==> src/hw/rsf_pkg.sv <==
// Package for the remote speed-setting block: register map, field layout, timing.
// Assumes a 125 MHz system clock.
package rsf_pkg;
	localparam int          RSF_FW          = 16;
	localparam int          RSF_CLK_MHZ     = 125;
	localparam longint      RSF_MINUTE_S    = 60;
	localparam longint      RSF_MINUTE_CYC  = RSF_MINUTE_S * 64'd1000000 * RSF_CLK_MHZ;
	localparam logic [7:0]  RSF_A_CTRL      = 8'h00;
	localparam logic [7:0]  RSF_A_MAXF      = 8'h04;
	localparam logic [7:0]  RSF_A_TIMES     = 8'h08;
	localparam logic [7:0]  RSF_A_TIMES2    = 8'h0C;
	localparam logic [7:0]  RSF_A_EXTF      = 8'h10;
	localparam logic [7:0]  RSF_A_REMF      = 8'h14;
	localparam logic [7:0]  RSF_A_STORED    = 8'h18;
	localparam logic [7:0]  RSF_A_STATUS    = 8'h1C;
	localparam logic [7:0]  RSF_A_RAMP      = 8'h20;
	localparam int          RSF_CTRL_SEL_LO = 0;
	localparam int          RSF_CTRL_SEL_HI = 1;
	localparam int          RSF_CTRL_MODE_LO = 4;
	localparam int          RSF_CTRL_MODE_HI = 6;
	localparam int          RSF_CTRL_NET    = 8;
	localparam logic [1:0]  RSF_SEL_MULTI   = 2'h0;
	localparam logic [1:0]  RSF_SEL_STORE   = 2'h1;
	localparam logic [1:0]  RSF_SEL_CLRSTOP = 2'h3;
	localparam logic [2:0]  RSF_MODE_EXT    = 3'h2;
	localparam logic [2:0]  RSF_MODE_COMB4  = 3'h4;
	localparam logic [15:0] RSF_MAXF_RST    = 16'h1770;
	localparam logic [15:0] RSF_TIME_RST    = 16'h0032;
	localparam logic [15:0] RSF_STEP        = 16'h0001;
	localparam logic [31:0] RSF_TICK_DIV    = 32'h0001E848;
endpackage : rsf_pkg

==> src/hw/rsf_sync.sv <==
// Three-stage input synchroniser with agreement filter.
// Assumes asynchronous input levels.
`timescale 1ns/100ps
`default_nettype none
module rsf_sync #(
	parameter int W = 1
) (
	input  wire logic         clk,
	input  wire logic         rst_n,
	input  wire logic [W-1:0] din,
	output logic      [W-1:0] dout
);
	logic [W-1:0] s1_ff, s2_ff, s3_ff, o_ff;
	logic [W-1:0] nxt_o;
	always_comb begin
		nxt_o = o_ff;
		for (int i = 0; i < W; i++) begin
			if (s2_ff[i] == s3_ff[i]) begin
				nxt_o[i] = s2_ff[i];
			end
		end
	end
	always_ff @(posedge clk or negedge rst_n) begin
		if (!rst_n) begin
			s1_ff <= '0;
			s2_ff <= '0;
			s3_ff <= '0;
			o_ff  <= '0;
		end else begin
			s1_ff <= din;
			s2_ff <= s1_ff;
			s3_ff <= s2_ff;
			o_ff  <= nxt_o;
		end
	end
	assign dout = o_ff;
endmodule : rsf_sync
`default_nettype wire

==> src/hw/rsf_top.sv <==
// Remote speed-setting logic: contact inputs to remote frequency, storage control.
// Assumes an APB master, an external NVM write port and a 125 MHz clock.
// Contract
// - Selection 1..3 maps up, down, clear inputs to accel, decel, clear.
// - Nonzero selection disables multi-speed decoding of the three inputs.
// - Only selection 1 keeps frequency in NVM and restores it at power-up; selection resets to 0, so power-up loads NVM into the stored value only.
// - Store frequency when a start input goes inactive, storage enabled.
// - Up and down idle: compare every minute, write only if different.
// - Periodic store ignores the clear input level.
// - Store when supply changes to external 24V while a start is active.
// - Adjustment limited 0..maximum; total limited to main plus maximum.
// - Second selector off: use second times or longer normal times.
// - Second selector on: use second times regardless of normal times.
// - Up and down change the preset frequency even without start.
// - Remote function disabled during jog or PID control.
// - Power return within one minute of clear restores previous stored value.
// - Power return after one minute runs at the cleared value.
// - In external operation add adjustment to external frequency command.
// - Remote function also available in network operation.
`timescale 1ns/100ps
`default_nettype none
module rsf_top
	import rsf_pkg::*;
#(
	parameter longint MINUTE_CYC = rsf_pkg::RSF_MINUTE_CYC,
	parameter int     TICK_DIV   = int'(rsf_pkg::RSF_TICK_DIV)
) (
	// Clock and reset
	input  wire logic          CLK,
	input  wire logic          RSTN,
	// APB slave
	input  wire logic          PSEL,
	input  wire logic          PENABLE,
	input  wire logic          PWRITE,
	input  wire logic [7:0]    PADDR,
	input  wire logic [31:0]   PWDATA,
	output logic      [31:0]   PRDATA,
	output logic               PREADY,
	output logic               PSLVERR,
	// Contact and start inputs
	input  wire logic          UP_INPUT,
	input  wire logic          DOWN_INPUT,
	input  wire logic          CLEAR_INPUT,
	input  wire logic          FWD_START,
	input  wire logic          REV_START,
	input  wire logic          SECOND_ACCEL_SELECT,
	input  wire logic          JOG_ACTIVE,
	input  wire logic          PID_ACTIVE,
	input  wire logic          EXT24_SUPPLY,
	// Non-volatile memory
	input  wire logic [15:0]   NVM_RDATA,
	output logic               NVM_WE,
	output logic      [15:0]   NVM_WDATA,
	// Frequency command path
	output logic      [15:0]   FREQ_CMD,
	output logic      [15:0]   RAMP_TIME,
	output logic               MULTI_SPEED_EN
);
	initial begin
		if (TICK_DIV < 1 || MINUTE_CYC < 2) begin
			$error("rsf_top: bad timing parameters");
		end
	end
	localparam logic [39:0] MIN_CNT = 40'(MINUTE_CYC - 1);
	localparam logic [31:0] TDIV    = 32'(TICK_DIV - 1);

	logic [5:0] pins;
	logic up, dn, clr, fwd, rev, sec;
	rsf_sync #(.W(6)) u_sync (
		.clk   (CLK),
		.rst_n (RSTN),
		.din   ({UP_INPUT, DOWN_INPUT, CLEAR_INPUT, FWD_START, REV_START, SECOND_ACCEL_SELECT}),
		.dout  (pins)
	);
	assign {up, dn, clr, fwd, rev, sec} = pins;
	logic [2:0] sys_s1_ff, sys_s2_ff, sys_s3_ff, sys_ff;
	always_ff @(posedge CLK or negedge RSTN) begin
		if (!RSTN) begin
			sys_s1_ff <= '0;
			sys_s2_ff <= '0;
			sys_s3_ff <= '0;
			sys_ff    <= '0;
		end else begin
			sys_s1_ff <= {JOG_ACTIVE, PID_ACTIVE, EXT24_SUPPLY};
			sys_s2_ff <= sys_s1_ff;
			sys_s3_ff <= sys_s2_ff;
			for (int i = 0; i < 3; i++) begin
				if (sys_s2_ff[i] == sys_s3_ff[i]) begin
					sys_ff[i] <= sys_s2_ff[i];
				end
			end
		end
	end
	logic jog, pid, ext24;
	assign {jog, pid, ext24} = sys_ff;

	// Registers
	logic [8:0]  ctrl_ff, nxt_ctrl;
	logic [15:0] maxf_ff, nxt_maxf, extf_ff, nxt_extf;
	logic [15:0] acc_ff, nxt_acc, dec_ff, nxt_dec, acc2_ff, nxt_acc2, dec2_ff, nxt_dec2;
	logic [31:0] prdata_ff, nxt_prdata;
	logic        slverr_ff, nxt_slverr;
	logic        wr, rd, hit, wait_ff, nxt_wait;
	// One wait state: read data is registered in the first access cycle
	assign nxt_wait = PSEL && PENABLE && !wait_ff;
	assign wr = PSEL && PENABLE && PWRITE && wait_ff;
	assign rd = PSEL && PENABLE && !PWRITE && !wait_ff;
	always_comb begin
		case (PADDR)
			RSF_A_CTRL, RSF_A_MAXF, RSF_A_TIMES, RSF_A_TIMES2, RSF_A_EXTF: hit = 1'b1;
			RSF_A_REMF, RSF_A_STORED, RSF_A_STATUS, RSF_A_RAMP: hit = !PWRITE;
			default: hit = 1'b0;
		endcase
	end

	logic [1:0]  sel;
	logic [2:0]  opmode;
	logic        netmode, remote_on, store_en;
	assign sel     = ctrl_ff[RSF_CTRL_SEL_HI:RSF_CTRL_SEL_LO];
	assign opmode  = ctrl_ff[RSF_CTRL_MODE_HI:RSF_CTRL_MODE_LO];
	assign netmode = ctrl_ff[RSF_CTRL_NET];
	assign remote_on = (sel != RSF_SEL_MULTI) && !jog && !pid;
	assign store_en  = (sel == RSF_SEL_STORE) && remote_on;
	assign MULTI_SPEED_EN = (sel == RSF_SEL_MULTI);

	// Remote frequency state
	logic [15:0] remf_ff, nxt_remf, stored_ff, nxt_stored, nvm_wd_ff, nxt_nvm_wd;
	logic        nvm_we_ff, nxt_nvm_we, loaded_ff, nxt_loaded;
	logic        fwd_d_ff, rev_d_ff, ext_d_ff;
	logic [39:0] min_ff, nxt_min;
	logic [31:0] tick_ff, nxt_tick;
	logic        tick, start_off, both_off, ext_rise, idle, store_req;
	logic [15:0] ramp, ramp_acc, ramp_dec;
	logic [15:0] rcnt_ff, nxt_rcnt;
	logic [16:0] total;
	logic [15:0] main_f;

	assign tick      = (tick_ff == TDIV);
	assign start_off = (fwd_d_ff && !fwd) || (rev_d_ff && !rev);
	assign both_off  = start_off && !fwd && !rev;
	assign ext_rise  = ext24 && !ext_d_ff && (fwd || rev);
	assign idle      = !up && !dn;
	assign ramp_acc  = sec ? acc2_ff : ((acc_ff > acc2_ff) ? acc_ff : acc2_ff);
	assign ramp_dec  = sec ? dec2_ff : ((dec_ff > dec2_ff) ? dec_ff : dec2_ff);
	assign ramp      = dn ? ramp_dec : ramp_acc;
	assign store_req = store_en && (start_off || ext_rise);

	always_comb begin
		nxt_ctrl   = ctrl_ff;
		nxt_maxf   = maxf_ff;
		nxt_extf   = extf_ff;
		nxt_acc    = acc_ff;
		nxt_dec    = dec_ff;
		nxt_acc2   = acc2_ff;
		nxt_dec2   = dec2_ff;
		nxt_prdata = prdata_ff;
		nxt_slverr = 1'b0;
		if (wr) begin
			case (PADDR)
				RSF_A_CTRL:   nxt_ctrl = PWDATA[8:0];
				RSF_A_MAXF:   nxt_maxf = PWDATA[15:0];
				RSF_A_TIMES:  begin
					nxt_acc = PWDATA[15:0];
					nxt_dec = PWDATA[31:16];
				end
				RSF_A_TIMES2: begin
					nxt_acc2 = PWDATA[15:0];
					nxt_dec2 = PWDATA[31:16];
				end
				RSF_A_EXTF:   nxt_extf = PWDATA[15:0];
				default:      nxt_extf = extf_ff;
			endcase
			nxt_slverr = !hit;
		end else if (rd) begin
			case (PADDR)
				RSF_A_CTRL:   nxt_prdata = {23'h0, ctrl_ff};
				RSF_A_MAXF:   nxt_prdata = {16'h0, maxf_ff};
				RSF_A_TIMES:  nxt_prdata = {dec_ff, acc_ff};
				RSF_A_TIMES2: nxt_prdata = {dec2_ff, acc2_ff};
				RSF_A_EXTF:   nxt_prdata = {16'h0, extf_ff};
				RSF_A_REMF:   nxt_prdata = {16'h0, remf_ff};
				RSF_A_STORED: nxt_prdata = {16'h0, stored_ff};
				RSF_A_STATUS: nxt_prdata = {26'h0, store_en, remote_on, fwd, rev, up, dn};
				RSF_A_RAMP:   nxt_prdata = {16'h0, ramp};
				default: begin
					nxt_prdata = 32'h0;
				end
			endcase
			nxt_slverr = !hit;
		end
	end

	always_comb begin
		nxt_remf   = remf_ff;
		nxt_stored = stored_ff;
		nxt_nvm_we = 1'b0;
		nxt_nvm_wd = nvm_wd_ff;
		nxt_loaded = 1'b1;
		nxt_tick   = tick ? 32'h0 : tick_ff + 32'h1;
		nxt_rcnt   = rcnt_ff;
		nxt_min    = min_ff;
		if (!loaded_ff) begin
			nxt_remf = (sel == RSF_SEL_STORE) ? NVM_RDATA : 16'h0;
		end else if (remote_on) begin
			if (clr) begin
				nxt_remf = 16'h0;
			end else if (remf_ff > maxf_ff) begin
				nxt_remf = maxf_ff;
			end else if ((up ^ dn) && tick) begin
				if (rcnt_ff >= ramp) begin
					nxt_rcnt = 16'h0;
					if (up && remf_ff < maxf_ff) begin
						nxt_remf = remf_ff + RSF_STEP;
					end else if (dn && remf_ff != 16'h0) begin
						nxt_remf = remf_ff - RSF_STEP;
					end
				end else begin
					nxt_rcnt = rcnt_ff + 16'h1;
				end
			end
			if (sel == RSF_SEL_CLRSTOP && both_off) begin
				nxt_remf = 16'h0;
			end
		end
		if (!idle || !store_en) begin
			nxt_min = 40'h0;
		end else if (min_ff == MIN_CNT) begin
			nxt_min = 40'h0;
			if (remf_ff != stored_ff) begin
				nxt_stored = remf_ff;
				nxt_nvm_wd = remf_ff;
				nxt_nvm_we = 1'b1;
			end
		end else begin
			nxt_min = min_ff + 40'h1;
		end
		if (store_req) begin
			nxt_stored = remf_ff;
			nxt_nvm_wd = remf_ff;
			nxt_nvm_we = 1'b1;
		end
	end

	assign main_f = ((opmode == RSF_MODE_EXT) || (opmode == RSF_MODE_COMB4) || netmode)
		? extf_ff : 16'h0;
	assign total  = {1'b0, main_f} + {1'b0, (remote_on ? remf_ff : 16'h0)};
	logic [15:0] freq_ff, nxt_freq, ramp_ff;
	always_comb begin
		nxt_freq = total[16] ? 16'hFFFF : total[15:0];
	end

	always_ff @(posedge CLK or negedge RSTN) begin
		if (!RSTN) begin
			ctrl_ff   <= '0;
			maxf_ff   <= RSF_MAXF_RST;
			extf_ff   <= '0;
			acc_ff    <= RSF_TIME_RST;
			dec_ff    <= RSF_TIME_RST;
			acc2_ff   <= RSF_TIME_RST;
			dec2_ff   <= RSF_TIME_RST;
			prdata_ff <= '0;
			slverr_ff <= 1'b0;
			wait_ff   <= 1'b0;
			remf_ff   <= '0;
			stored_ff <= '0;
			nvm_we_ff <= 1'b0;
			nvm_wd_ff <= '0;
			loaded_ff <= 1'b0;
			fwd_d_ff  <= 1'b0;
			rev_d_ff  <= 1'b0;
			ext_d_ff  <= 1'b0;
			min_ff    <= '0;
			tick_ff   <= '0;
			rcnt_ff   <= '0;
			freq_ff   <= '0;
			ramp_ff   <= '0;
		end else begin
			ctrl_ff   <= nxt_ctrl;
			maxf_ff   <= nxt_maxf;
			extf_ff   <= nxt_extf;
			acc_ff    <= nxt_acc;
			dec_ff    <= nxt_dec;
			acc2_ff   <= nxt_acc2;
			dec2_ff   <= nxt_dec2;
			prdata_ff <= nxt_prdata;
			slverr_ff <= nxt_slverr;
			wait_ff   <= nxt_wait;
			remf_ff   <= nxt_remf;
			stored_ff <= loaded_ff ? nxt_stored : NVM_RDATA;
			nvm_we_ff <= nxt_nvm_we;
			nvm_wd_ff <= nxt_nvm_wd;
			loaded_ff <= nxt_loaded;
			fwd_d_ff  <= fwd;
			rev_d_ff  <= rev;
			ext_d_ff  <= ext24;
			min_ff    <= nxt_min;
			tick_ff   <= nxt_tick;
			rcnt_ff   <= nxt_rcnt;
			freq_ff   <= nxt_freq;
			ramp_ff   <= ramp;
		end
	end

	assign PREADY    = wait_ff;
	assign PRDATA    = prdata_ff;
	assign PSLVERR   = PSEL && PENABLE && wait_ff && !hit;
	assign NVM_WE    = nvm_we_ff;
	assign NVM_WDATA = nvm_wd_ff;
	assign FREQ_CMD  = freq_ff;
	assign RAMP_TIME = ramp_ff;

	AST_STORE_ON_STOP: assert property (@(posedge CLK) disable iff (!RSTN)
		store_req |=> NVM_WE && NVM_WDATA == $past(remf_ff)) else $error("no store on stop");
	AST_NO_STORE_SEL2: assert property (@(posedge CLK) disable iff (!RSTN)
		(sel != RSF_SEL_STORE) && loaded_ff |=> !NVM_WE) else $error("store without enable");
	AST_LIMIT: assert property (@(posedge CLK) disable iff (!RSTN)
		loaded_ff && $stable(maxf_ff) && remf_ff <= maxf_ff |=> remf_ff <= maxf_ff)
		else $error("remote frequency above max");
	AST_RAMP_SEC: assert property (@(posedge CLK) disable iff (!RSTN)
		sec && !dn |=> RAMP_TIME == $past(acc2_ff)) else $error("ramp not second time");
	AST_RAMP_LONG: assert property (@(posedge CLK) disable iff (!RSTN)
		!sec && !dn |=> RAMP_TIME >= $past(acc2_ff) && RAMP_TIME >= $past(acc_ff))
		else $error("ramp not longer time");
	AST_CLR3: assert property (@(posedge CLK) disable iff (!RSTN)
		loaded_ff && remote_on && sel == RSF_SEL_CLRSTOP && both_off |=> remf_ff == 16'h0)
		else $error("sel 3 not cleared");
	AST_JOG_OFF: assert property (@(posedge CLK) disable iff (!RSTN)
		(jog || pid) && loaded_ff |=> $stable(remf_ff)) else $error("remote active in jog");
	AST_MULTI: assert property (@(posedge CLK) disable iff (!RSTN)
		MULTI_SPEED_EN == (sel == RSF_SEL_MULTI)) else $error("multi-speed not gated");
	AST_CLEAR: assert property (@(posedge CLK) disable iff (!RSTN)
		loaded_ff && remote_on && clr |=> remf_ff == 16'h0) else $error("clear ignored");
endmodule : rsf_top
`default_nettype wire

==> config.mk <==
export PLATFORM = sky130hd
export DESIGN_NAME = rsf_top
export DESIGN_NICKNAME = d
export VERILOG_FILES = /design/src/hw/rsf_pkg.sv /design/src/hw/rsf_sync.sv /design/src/hw/rsf_top.sv
export SDC_FILE = /design/constraint.sdc
export NUM_CORES = 1
export LEC_CHECK = 0
export BUFFER_PORTS_ARGS = -buffer_cell sky130_fd_sc_hd__clkbuf_2
export CAP_MARGIN = 20
export CORE_MARGIN = 2
export CORE_UTILIZATION = 25
export DETAILED_ROUTE_END_ITERATION = 6
export PLACE_DENSITY = 0.47
export SYNTH_ARGS = -nofsm -noshare
export SYNTH_HDL_FRONTEND = slang
export SYNTH_SLANG_ARGS = --single-unit
==> constraint.sdc <==
create_clock -name CLK -period 9.3 [get_ports CLK]
set_input_delay 0.465 -clock CLK [delete_from_list [all_inputs] [get_ports CLK]]
set_output_delay 0.465 -clock CLK [all_outputs]
set_load 0.005 [all_outputs]
==> impl_metrics.toml <==
[grt]
antenna_found_initial = 1
grt-ovfl-total = 0
use_met1 = 0.2194
top_usage_layer = "met2"
gr-usage-met3 = 0.03080
grt_max_degree = 154
grt_use_total = 0.1611
first_global_vias = 14280
globalRouteMet2Util = 0.2585
grt_pass1_wl_um = 92050

[yosys]
synthXorXnorAreaFrac = 0.05466
synth_top_family_by_area = "simple AND/OR/NAND/NOR gates"
yosys-top-cells-area = "dfrtp_1 (45%), mux2_2 (8.4%), ha_1 (6.7%), xor2_1 (3.2%), mux2i_1 (2.9%)"
yosysTopAreaCell = "dfrtp_1"
ys_seq_area_frac = 0.4725
ys_warn_count = 0
ys_types = 70
muxShareOfSynthArea = 0.1131
synth_cells = 1730
synth_compound_gate_area_share = 0.1162
synth_ff_type = "dfrtp_1"
synth_top_cell_area_share = 0.4454
synth-simple-area-share = 0.1376
synth-async-reset-ratio = 1.000
synth_fa_ha_area_frac = 0.07360
synth_most_common_cell = "dfrtp_1"
ys_ff_latch = 347
syn-num-nets = 1900
synth_area_per_cell_um2 = 10.65
syn_area_um2 = 18430
synth-edff-count = 0
synth_commonest_cells = "dfrtp_1 (328), mux2_2 (138), nor2_1 (134)"

[final_layout]
instances_no_fill = 2905
regArea_um2 = 8707
largest-register = "min_ff"
stdcell_area_um2 = 22200
area_growth_pct = 20.47
multi_input_area_um2 = 9190
layout-drive-gt1-share = 0.2351
nFillCells = 7407
largest_reg_flops = 40
fin_nets = 2078

[clock_tree]
ctsHoldBuffers = 10
cts.repair.resized = 0
numCtsBuffers = 45
worstSkewPairLatency_ns = 0.60
clock_sinks = 347
htreeDepth = 2
root_buffer = "clkbuf_16"
max-clock-path-buffers = 3
post_cts_buffers = 0
cts.clk_slew.worst_paths_ns = 0.06
cts_tree = "yes"

[timing]
fin_setup_tns_ns = 0
slew_headroom = 0.2260
setup_slack_ns = 3.002
worst_pin_slew_ns = 1.145
period_needed_ns = 6.298
fin_hold_ws_ns = 0.1147
post-route-period-util = 0.6772
finClkSkew_ns = 0.02228
drv_slew = 0
setup_viol = 0
rsz0062_at_grt = "no"
fmax_mhz = 158.8
finalHoldViolations = 0

[floorplan]
die_h_um = 275.5
die_area_um2 = 75900
io_pins = 154
die_w_um = 275.5
rows = 99
core_um2 = 72960
initial_core_util = 0.2526

[routing]
routed_wl_um = 61280
wl_per_cell_um = 21.10
first_iter_violations = 1103
dr.pass1.iters = 6
avgViaCountPerCell = 4.953
postRouteAntennaNets = 0
post-route-drc-count = 0
num_vias = 14390

[critical_path]
slowest_delay_ns = 0.79
endpoint_kind = "register"
crit_type = "register to register"
slowest_stage = "a2111oi_0"
arrival_ns = 6.78
cp_cell_sequence = "inv_1 -> ha_1 -> nor2b_1 -> o211ai_1 -> a2111oi_0 -> a211oi_1 -> a211oi_4 -> buf_4 -> mux2_2 -> mux2_2 -> inv_1 -> ha_1 -> a21oi_1 -> o21ai_0 -> a2111oi_0 -> a21boi_1 -> a21oi_1 -> a22oi_1 -> buf_4 -> o22ai_1 -> o21bai_1"
required_ns = 9.79
start_kind = "register"
path_max_fanout = 31

[place]
placed_cells = 2807
port-buffer-count = 153
pre_cts_slack_ns = 3.089
placed_area_um2 = 20430
hpwl_um = 45050
place_congestion = 0.8859

[run_status]
status = "complete, no violations"

[power_and_ir_drop]
ir_drop_mv = 0.1417
p_per_area_nw_per_um2 = 192.6
p_leak_nw = 10.10

[min_path]
hold_path.class = "primary input to register"

[run]
drv_cap = 0
stage by stage:
stage / total power, mW / utilization
after CTS: 4.328 / 0.3039
final: 4.276 / 0.3043
after detailed placement: 2.383 / 0.2800
after global routing: 4.471 / 0.3042
after global placement: 2.368 / 0.2799
after floorplan: 2.117 / -
kinds of logic (layout without fill, tap and decap cells):
| group | count (synthesis) | count (layout) |
|---|---|---|
| AOI/OAI and AO/OA | 319 | 319 |
| xor gates and xnor gates | 115 | 115 |
| adders and majority gates | 109 | 109 |
| and+or+nand+nor | 497 | 497 |
| buffers and inverters | 151 | 365 |
| other | 1 | 3 |
| DFF | 347 | 347 |
| muxes | 191 | 191 |
cells in the final DEF (no fill, tap or decap), drive strengths merged, types with 8 or more instances in the layout:
cell / synthesis / layout
a211oi: 11 / 11
a21o: 12 / 12
a21oi: 83 / 83
a221oi: 10 / 10
a222oi: 19 / 19
a22oi: 40 / 40
and2: 35 / 35
and3: 21 / 21
and4: 11 / 11
buf: 18 / 31
clkbuf: 45 / 212
clkinv: 0 / 10
dfrtp: 328 / 328
dfstp: 19 / 19
dlygate4sd3: 0 / 10
ha: 98 / 98
inv: 88 / 90
maj3: 9 / 9
mux2: 138 / 138
mux2i: 53 / 53
nand2: 114 / 114
nand2b: 13 / 13
nand3: 38 / 38
nand4: 33 / 33
nor2: 134 / 134
nor2b: 10 / 10
nor3: 26 / 26
nor4: 34 / 34
o211ai: 8 / 8
o21ai: 65 / 65
o31ai: 15 / 15
or3: 10 / 10
xnor2: 48 / 48
xor2: 67 / 67
report_power, final:
group / switching [mW] / internal [mW] / total (mW) / leakage [nW]
sequential: 0.0663 / 1.54 / 1.61 / 4.62
clock: 0.736 / 1.17 / 1.91 / 0.797
combinational: 0.460 / 0.300 / 0.760 / 4.68
total: 1.26 / 3.01 / 4.28 / 10.1
critical path: cells and delay by family, from the launching register on:
kind            cells  cell delay (ns)
simple gates        1             0.13
compound gates     12             3.60
buf+inv             4             0.76
fa+ha+maj           2             0.53
flops               1             0.54
mux                 2             0.62
cell type report:
class / count / share of cell area
well taps: 959 / 0.05405
clock inverters: 24 / 0.01437
flip-flops and latches: 347 / 0.3922
multi-input cells: 1232 / 0.4140
diodes: 2 / 0.0002254
inverters: 88 / 0.01488
clock buffers: 59 / 0.05946
repair buffers: 194 / 0.05084
path summary, 6_finish.rpt:
check / end / cells after the start / start / slack, ns
max: remf_ff[15]$_DFFE_PN0P_ / 21 / dec2_ff[1]$_DFFE_PN1P_ / 3.00
min: dec2_ff[3]$_DFFE_PN0P_ / 2 / PWDATA[19] / 0.11
max reg2reg: remf_ff[15]$_DFFE_PN0P_ / 21 / dec2_ff[1]$_DFFE_PN1P_ / 3.00
min reg2reg: u_sync.s2_ff[3]$_DFF_PN0_ / 0 / u_sync.s1_ff[3]$_DFF_PN0_ / 0.35
max in group asynchronous: min_ff[37]$_DFF_PN0_ / 3 / RSTN / 7.41
min in group asynchronous: FREQ_CMD[11]$_DFF_PN0_ / 2 / RSTN / 0.50
metal layers:
| layer | wire length [µm] | part of all wire |
|---|---|---|
| met1 | 27660 | 0.45 |
| met5 | 11 | 0.00018 |
| met4 | 1723 | 0.028 |
| met2 | 28350 | 0.46 |
| met3 | 3543 | 0.058 |
No activity file was read; power rests on OpenSTA's default activity.
